**config.mk**
```make
export PLATFORM = sky130hd
export DESIGN_NAME = mic_top
export DESIGN_NICKNAME = d
export VERILOG_FILES = /design/src/inc/mic_pkg.sv /design/src/inc/mic_arb_if.sv /design/src/logic/mic_arbiter.sv /design/src/logic/mic_top.sv
export SDC_FILE = /design/constraint.sdc
export NUM_CORES = 1
export LEC_CHECK = 0
export BUFFER_PORTS_ARGS = -buffer_cell sky130_fd_sc_hd__buf_4
export CORE_MARGIN = 2
export CORE_UTILIZATION = 35
export DETAILED_ROUTE_END_ITERATION = 16
export GPL_TIMING_DRIVEN = 0
export MAX_ROUTING_LAYER = met4
export SYNTH_ARGS = -nofsm -noshare
export SYNTH_HDL_FRONTEND = slang
export SYNTH_SLANG_ARGS = --single-unit
```
**constraint.sdc**
```tcl
create_clock -name i_clk -period 3.4 [get_ports i_clk]
set_clock_uncertainty 0.05 [all_clocks]
set_input_delay 0.17 -clock i_clk [delete_from_list [all_inputs] [get_ports i_clk]]
set_output_delay 0.17 -clock i_clk [all_outputs]
set_load 0.1 [all_outputs]
```
**src/inc/mic_pkg.sv**
```systemverilog
// What this block does
// - eighteen interrupt sources, each assignable to low or high priority.
// - a valid source event sets that source's pending flag to one.
// - flags set even when disabled; disabled flags raise no request.
// - enabled pending flag raises request; long call to fixed vector at instruction end.
// - return from handler resumes the interrupted program flow.
// - each source has an enable; requests only while it is set.
// - individual enables count only while the global enable is one.
// - global enable at zero suppresses every source's request.
// - request sampled before an enable clear may still be taken.
// - enable clear followed by multi-cycle instruction blocks the posted request.
// - some flags clear themselves when the call to their vector starts.
// - flag still set after return re-enters after one more instruction.
// - software setting a flag acts exactly like a hardware event.
// - high preempts a low handler; high handlers never preempted; low default.
// - simultaneous requests: higher level first, then fixed source order.
// - sampled every clock; fastest response six cycles, one detect five call.
// - requests of equal or lower level wait for the running handler's return.
package mic_pkg;
    localparam int          NUM_SRC       = 18;
    localparam int          IDX_W         = 5;
    localparam int          VEC_W         = 16;
    localparam logic [15:0] VEC_BASE      = 16'h0003;
    localparam int          VEC_SHIFT     = 3;
    localparam logic [2:0]  CALL_CYCLES   = 3'h5;
    localparam logic [17:0] AUTO_CLR_MASK = 18'h0000F;
    localparam logic [17:0] PEND_RST      = 18'h00000;

    typedef enum logic [1:0] {
        st_idle = 2'b00,
        st_call = 2'b01
    } mic_state_e;

    typedef struct packed {
        logic [17:0] pending;
        logic        req_valid;
        logic        req_high;
        logic [4:0]  req_idx;
        mic_state_e  state;
        logic [2:0]  cnt;
        logic        act_hi;
        logic        act_lo;
        logic [15:0] vec_addr;
        logic [4:0]  vec_src;
    } mic_state_s;
endpackage : mic_pkg

```
**src/inc/mic_arb_if.sv**
```systemverilog
`timescale 1ns/100ps
`default_nettype none
interface mic_arb_if;
    logic [17:0] req_hi;
    logic [17:0] req_lo;
    logic        grant_valid;
    logic        grant_high;
    logic [4:0]  grant_idx;

    modport ctrl (output req_hi, output req_lo,
                  input grant_valid, input grant_high, input grant_idx);
    modport arb  (input req_hi, input req_lo,
                  output grant_valid, output grant_high, output grant_idx);
endinterface : mic_arb_if
`default_nettype wire

```
**src/logic/mic_arbiter.sv**
```systemverilog
`timescale 1ns/100ps
`default_nettype none
module mic_arbiter (
    mic_arb_if.arb bus
);
    // lowest set index wins
    function automatic logic [4:0] mic_first_set(input logic [17:0] v);
        logic [4:0] idx;
        idx = 5'h00;
        for (int i = mic_pkg::NUM_SRC - 1; i >= 0; i--) begin
            if (v[i]) begin
                idx = 5'(i);
            end
        end
        return idx;
    endfunction : mic_first_set

    always_comb begin
        bus.grant_valid = 1'b0;
        bus.grant_high  = 1'b0;
        bus.grant_idx   = 5'h00;
        if (|bus.req_hi) begin
            bus.grant_valid = 1'b1;
            bus.grant_high  = 1'b1;
            bus.grant_idx   = mic_first_set(bus.req_hi);
        end else if (|bus.req_lo) begin
            bus.grant_valid = 1'b1;
            bus.grant_idx   = mic_first_set(bus.req_lo);
        end
    end
endmodule : mic_arbiter
`default_nettype wire

```
**src/logic/mic_top.sv**
```systemverilog
`timescale 1ns/100ps
`default_nettype none
module mic_top (
    input  wire logic        i_clk,
    input  wire logic        i_sys_rst,
    input  wire logic        i_ce,
    input  wire logic [17:0] i_src_event,
    input  wire logic [17:0] i_sw_set,
    input  wire logic [17:0] i_sw_clr,
    input  wire logic [17:0] i_src_enable,
    input  wire logic [17:0] i_src_high_prio,
    input  wire logic        i_global_irq_enable,
    input  wire logic        i_instr_done,
    input  wire logic        i_return_from_handler,
    output logic      [17:0] o_pending,
    output logic             o_irq_request,
    output logic             o_long_call_to_vector,
    output logic      [15:0] o_vector_addr,
    output logic      [4:0]  o_vector_src,
    output logic             o_in_service_hi,
    output logic             o_in_service_lo
);
    mic_pkg::mic_state_s s_reg;
    mic_pkg::mic_state_s s_next;
    logic                start_call;
    logic [17:0]         live;
    logic                gie_lo;
    logic                gie_hi;
    logic [17:0]         grant_1h;

    mic_arb_if arb_bus ();

    mic_arbiter u_arb (
        .bus (arb_bus.arb)
    );

    // requests: enable, global enable and in-service level gate the flags
    assign live   = s_reg.pending & i_src_enable;
    assign gie_hi = i_global_irq_enable & ~s_reg.act_hi;
    assign gie_lo = i_global_irq_enable & ~s_reg.act_hi & ~s_reg.act_lo;
    assign arb_bus.req_hi = live & i_src_high_prio & {18{gie_hi}};
    assign arb_bus.req_lo = live & ~i_src_high_prio & {18{gie_lo}};

    // call starts only at a normal instruction end, never at the return itself
    assign start_call = i_ce && (s_reg.state == mic_pkg::st_idle) && i_instr_done
                        && !i_return_from_handler && s_reg.req_valid;

    assign grant_1h = 18'h00001 << s_reg.req_idx;

    always_comb begin
        s_next = s_reg;
        // set wins over any clear
        s_next.pending = (s_reg.pending & ~i_sw_clr) | i_src_event | i_sw_set;
        if (start_call) begin
            s_next.pending = (s_reg.pending & ~i_sw_clr & ~(grant_1h & mic_pkg::AUTO_CLR_MASK))
                             | i_src_event | i_sw_set;
        end
        // one detect cycle: the sampled request holds the previous cycle's decision
        s_next.req_valid = arb_bus.grant_valid;
        s_next.req_high  = arb_bus.grant_high;
        s_next.req_idx   = arb_bus.grant_idx;
        if (i_return_from_handler) begin
            if (s_reg.act_hi) begin
                s_next.act_hi = 1'b0;
            end else begin
                s_next.act_lo = 1'b0;
            end
        end
        case (s_reg.state)
            mic_pkg::st_idle: begin
                if (start_call) begin
                    s_next.state    = mic_pkg::st_call;
                    s_next.cnt      = mic_pkg::CALL_CYCLES - 3'h1;
                    s_next.vec_src  = s_reg.req_idx;
                    s_next.vec_addr = mic_pkg::VEC_BASE
                                      + (16'(s_reg.req_idx) << mic_pkg::VEC_SHIFT);
                    if (s_reg.req_high) begin
                        s_next.act_hi = 1'b1;
                    end else begin
                        s_next.act_lo = 1'b1;
                    end
                end
            end
            mic_pkg::st_call: begin
                if (s_reg.cnt == 3'h0) begin
                    s_next.state = mic_pkg::st_idle;
                end else begin
                    s_next.cnt = s_reg.cnt - 3'h1;
                end
            end
            default: begin
                s_next.state = mic_pkg::st_idle;
            end
        endcase
    end

    always_ff @(posedge i_clk or posedge i_sys_rst) begin
        if (i_sys_rst) begin
            s_reg <= '{pending: mic_pkg::PEND_RST, state: mic_pkg::st_idle, default: '0};
        end else if (i_ce) begin
            s_reg <= s_next;
        end
    end

    assign o_pending             = s_reg.pending;
    assign o_irq_request         = s_reg.req_valid;
    assign o_long_call_to_vector = (s_reg.state == mic_pkg::st_call);
    assign o_vector_addr         = s_reg.vec_addr;
    assign o_vector_src          = s_reg.vec_src;
    assign o_in_service_hi       = s_reg.act_hi;
    assign o_in_service_lo       = s_reg.act_lo;
endmodule : mic_top
`default_nettype wire

```
## Word level (Yosys, flattened, before mapping)

Cells that the tools add are included.

- Input bits: 96
- Flip-flop bits (word level): 53
- Word-level logic and storage cells: 100

- $add $sub $neg: 2
- Shift operators: 1
- Mux-type cells: 52
- Eq/ne operators: 4
- Bitwise operators: 18
- Reductions and logical operators: 13

Operators with widths:

| operator | count |
|---|---|
| $mux W5 | 38 |
| $and A18 B18 Y18 | 7 |
| $or A18 B18 Y18 | 4 |
| $not A18 Y18 | 2 |
| $reduce_or A18 Y1 | 2 |
| $mux W28 | 1 |
| $mux W23 | 1 |
| $mux W18 | 1 |
| $not A4 Y18 | 1 |
| $add A2 B8 Y9 const A | 1 |
| $mux W1 | 6 |
| $pmux W3 S2 | 1 |
| $reduce_and A3 Y1 | 2 |
| $shl A1 B5 Y4 const A | 1 |
| $logic_and A1 B1 Y1 | 4 |
| $mux W2 | 2 |
| $ne A2 B2 Y1 const B | 2 |
| $pmux W2 S2 | 1 |
| $reduce_and A4 Y1 | 1 |
| $logic_not A3 Y1 | 1 |
| $mux W3 | 1 |
| $sub A3 B1 Y3 const B | 1 |
| $and A1 B1 Y1 | 2 |
| $eq A2 B1 Y1 const B | 1 |
| other kinds (5) | 6 |

## Depth between registers and ports, before layout

- Depth in word-level cells: 24
- Mapped depth: 7
- Mapped depth without buffers: 6

## Modules after synthesis

From an unflattened synthesis, not the netlist that was laid out.

- Cells, all modules: 335
- Area total of the unflattened synthesis: 2787.7 um^2

Modules (own cells, without submodules):

| module | times used | cells an instance | area an instance (um^2) | seq. area each (um^2) |
|---|---|---|---|---|
| mic_top | 1 | 267 | 2361.0 | 925.9 |
| mic_arbiter | 1 | 68 | 426.7 | 0.0 |

## Least setup slack after synthesis

Ideal clock, no wire load.

- Path type: register -> register
- Start point: reg s_reg, in the netlist o_in_service_hi
- End point: reg s_reg[30] in the netlist's numbering
- Library setup time: 0.065 ns
- Stages on the path, launching flop included: 8
- Data arrival time: 2.411 ns
- Period minus slack after synthesis: 2.526 ns
- Path slack: 0.874 ns
- Cell sequence: dfrtp_1 nand2b_1 buf_6 a41oi_2 or3_4 nor4b_4 nor3b_2 o22a_1

- Cells in the longest elaborated chain, start to end: 23

RTL lines:

| what | RTL line | source |
|---|---|---|
| start: declaration | mic_top.sv:23 | `mic_pkg::mic_state_s s_reg;` |
| start signal: assignment | mic_top.sv:101 | `s_reg <= s_next;` |
| $not A1 Y1 (*) | mic_top.sv:39, mic_top.sv:40 |  |
| $and A1 B1 Y1 (*) | mic_top.sv:39, mic_top.sv:40 |  |
| $and A1 B1 Y1 | mic_top.sv:40 | `assign gie_lo = i_global_irq_enable & ~s_reg.act_hi & ~s_reg.act_lo;` |
| $and A18 B18 Y18 | mic_top.sv:42 | `assign arb_bus.req_lo = live & ~i_src_high_prio & {18{gie_lo}};` |
| $mux W5 (17 in a row) | mic_arbiter.sv:11 | `if (v[i]) begin` |
| $mux W5 | mic_arbiter.sv:26 | `end else if (\|bus.req_lo) begin` |
| $mux W5 (*) | mic_arbiter.sv:22 | `if (\|bus.req_hi) begin` |

Every way passes the cells marked *; elsewhere a longest branch is shown, timed or not.
A chain may end at the register's enable or synchronous reset.

## Final worst setup path

Same ends and word-level chain as after synthesis.

==> results.sh <==
export IMPL_status="finished with violations"
export IMPL_violations="hold timing"
export IMPL_ir_worst_vdd_mv=0.255
export IMPL_n_antenna_cell=0
export IMPL_grt_pass1_wl_um=13200
export IMPL_core_area_um2=7610
export IMPL_grt_usage_pct=19.9
export IMPL_ios=139
export IMPL_rows=32
export IMPL_portBuffers=128
export IMPL_layout_nets=579
export IMPL_layout_drive_gt1_share_pct=39.2
export IMPL_hpwl_um=6530
export IMPL_rsz0062_at_grt="false"
export IMPL_routabilityCongestion=0.843
export IMPL_crit_type="register to register"
export IMPL_holdWs_ps=-5.01
export IMPL_cts_hold_buf=0
export IMPL_synth_compound_area_share_pct=19.4
export IMPL_synth_edff_count=0
export IMPL_ys_seq_elements=37
export IMPL_hold_class="input port to asynchronous set/reset pin"
export IMPL_num_vias=2861
export IMPL_cts_path_max_buffers=2
export IMPL_maxCapViolCount=0
export IMPL_cts_htree_levels=2
export IMPL_cts_tree="yes"
export IMPL_grt_start_max_net_pins=38
export IMPL_cts_setup_buffers=0
export IMPL_clk_pin_slew_ps=80
export IMPL_p_leak_nw=1.93
export IMPL_async_reset_ff_share_pct=100
export IMPL_crit_path_end_kind="register"
export IMPL_worst_pin_slew_ps=820
export IMPL_yosysWarnings=0
export IMPL_dp_cells=576
export IMPL_antenna_found_initial=0
export IMPL_critPathArrivalTime_ps=2470
export IMPL_die_height_um=91.8
export IMPL_min_period_ps=2290
export IMPL_synth_top_family_by_area="simple AND/OR/NAND/NOR gates"
export IMPL_dieArea_um2=8430
export IMPL_syn_to_final_growth_pct=44.5
export IMPL_crit_path_cell_trace="nor3b_1 -> o21ai_0 -> nor3_1 -> a22oi_1 -> nor3b_2 -> o22a_1"
export IMPL_worstPathMaxFanout=7
export IMPL_wl_um=8000
export IMPL_cts_sinks=37
export IMPL_syn_cell_area_um2=2700
export IMPL_setup_viol=0
export IMPL_r2r_slack_ps=1110
export IMPL_muxShareOfSynthArea_pct=1.62
export IMPL_rr_endpoint="s_reg[30]$_DFFE_PP0P_"
export IMPL_drt_iter0_markers=94
export IMPL_cts_repair_resized=0
export IMPL_drtPass1Iterations=4
export IMPL_synth_simple_area_share_pct=29.9
export IMPL_final_max_slew_viol_count=0
export IMPL_synth_ff_type="dfrtp_1"
export IMPL_yosysUniqueCellTypes=55
export IMPL_worst_path_buf_inv=0
export IMPL_ys_seq_area_share_pct=34.3
export IMPL_required_ps=3580
export IMPL_cp_slowest_stage_delay_ps=670
export IMPL_initial_core_util_pct=35.5
export IMPL_synth_fa_ha_area_share_pct=0.927
export IMPL_synthXorXnorAreaFrac_pct=0
export IMPL_clock_latency_ps=290
export IMPL_finalSetupTns_ps=0
export IMPL_rr_worst_depth=6
export IMPL_netlist_instances=338
export IMPL_slew_headroom_pct=45.3
export IMPL_drc=0
export IMPL_ant_nets=0
export IMPL_avgRoutedWirePerCell_um=13.7
export IMPL_overflow=0
export IMPL_cts_root_buffer="clkbuf_8"
export IMPL_die_x_um=91.8
export IMPL_finalPower_w=0.00242
export IMPL_finalHoldViolations=16
export IMPL_syn_avg_cell_area_um2=7.99
export IMPL_min_period_over_period_pct=67.2
export IMPL_cp_start_kind="register"
export IMPL_final_cells=584
export IMPL_largest_reg_flops=18
export IMPL_cp_slowest_cell="nor3b_1"
export IMPL_timing_rr_start="o_in_service_hi$_DFFE_PP0P_"
export IMPL_cp_top_family="simple AND/OR/NAND/NOR gates"
export IMPL_powerDensity_nw_per_um2=621
export IMPL_grt_pass1_vias=2824
export IMPL_routed_via_density=4.90
export IMPL_fmax_mhz=437
export IMPL_cts_buffers=5
## through the flow
stage	util [%]	cell area, um^2	setup slack (ps)
6_report	51.3	3900	1110
5_1_grt	51.3	3900	891
4_1_cts	51.3	3900	1110
3_5_place_dp	50.2	3820	1150
3_3_place_gp	50.2	3820	1070
2_1_floorplan	-	2730	874
## synth_stat cells, types with 2 or more instances
cell / count / area [um^2]
nor2_1: 12 / 45.0
o211ai_1: 3 / 22.5
inv_1: 7 / 26.3
or3_1: 2 / 12.5
nand3_1: 23 / 115
nand2b_1: 6 / 37.5
o21ai_0: 37 / 185
and3b_1: 3 / 26.3
nor3b_1: 3 / 22.5
a21o_1: 3 / 22.5
dfrtp_1: 37 / 926
mux2_2: 3 / 33.8
ha_1: 2 / 25.0
clkbuf_1: 7 / 26.3
a21oi_1: 13 / 65.1
nor3_1: 5 / 25.0
or3b_2: 2 / 17.5
nor4_1: 3 / 18.8
buf_2: 2 / 10.0
a22o_1: 3 / 26.3
o2111ai_1: 4 / 35.0
nand2_1: 72 / 270
nand4_1: 3 / 18.8
a41o_1: 2 / 20.0
buf_4: 39 / 293
nand3b_1: 13 / 97.6
## worst max-delay path by stage
stage	depth (start not counted)	from	endpoint	slack, ps
5_1_grt	6	o_in_service_hi$_DFFE_PP0P_	s_reg[30]$_DFFE_PP0P_	890
3_3_place_gp	6	o_in_service_hi$_DFFE_PP0P_	s_reg[30]$_DFFE_PP0P_	1070
6_report	6	o_in_service_hi$_DFFE_PP0P_	s_reg[30]$_DFFE_PP0P_	1110
2_1_floorplan	7	o_in_service_hi$_DFFE_PP0P_	s_reg[30]$_DFFE_PP0P_	870
3_5_place_dp	6	o_in_service_hi$_DFFE_PP0P_	s_reg[30]$_DFFE_PP0P_	1150
4_1_cts	6	o_in_service_hi$_DFFE_PP0P_	s_reg[30]$_DFFE_PP0P_	1110
## power by group
| group | switching [W] | total [W] | leakage (nW) | internal [W] |
|---|---|---|---|---|
| Combinational | 0.00102 | 0.00148 | 1.46 | 0.000457 |
| Clock | 0.000172 | 0.000314 | 0.0450 | 0.000143 |
| Sequential | 0.0000880 | 0.000625 | 0.424 | 0.000537 |
## logic make-up after synthesis
group                    count (synthesis)
AO/OA/AOI/OAI                           82
adder cells (fa/ha/maj)                  2
buffers and inverters                   57
flip-flops                              37
multiplexers                             4
other                                    1
AND/OR/NAND/NOR                        155
## final cells by class
cell class	count	area, um^2
clock buffers	6	72.6
clock inverters	2	10.0
flip-flops and latches	37	926
repair buffers	128	961
fillers	790	3710
inverters	7	26.3
multi-input cells	252	1430
plain buffers	50	344
well taps	102	128
## per-layer routing
metal	vias up	wire, um	GRT usage (%)
met4	0	48	2.74
met3	5	399	2.79
li1	1447	-	-
met5	-	0	-
met2	97	4070	34.9
met1	1312	3480	25.0
## placed cells by master, fill, tap and decap left out, types with 2 or more instances in the layout
cell type / count
a41o_1: 2
a21o_1: 3
buf_4: 167
or3b_2: 2
ha_1: 2
or3_1: 2
and3b_1: 3
dfrtp_1: 37
o2111ai_1: 4
o21ai_0: 37
nor4_1: 3
nand3_1: 23
a21oi_1: 13
nand4_1: 3
nor2_1: 12
buf_2: 2
inv_1: 6
clkinv_2: 2
nand3b_1: 13
nand2b_1: 6
nor3b_1: 3
clkbuf_1: 8
conb_1: 9
o211ai_1: 3
clkbuf_8: 5
nand2_1: 72
mux2_2: 3
a22o_1: 3
nor3_1: 5
No activity file was read; power rests on OpenSTA's default activity.
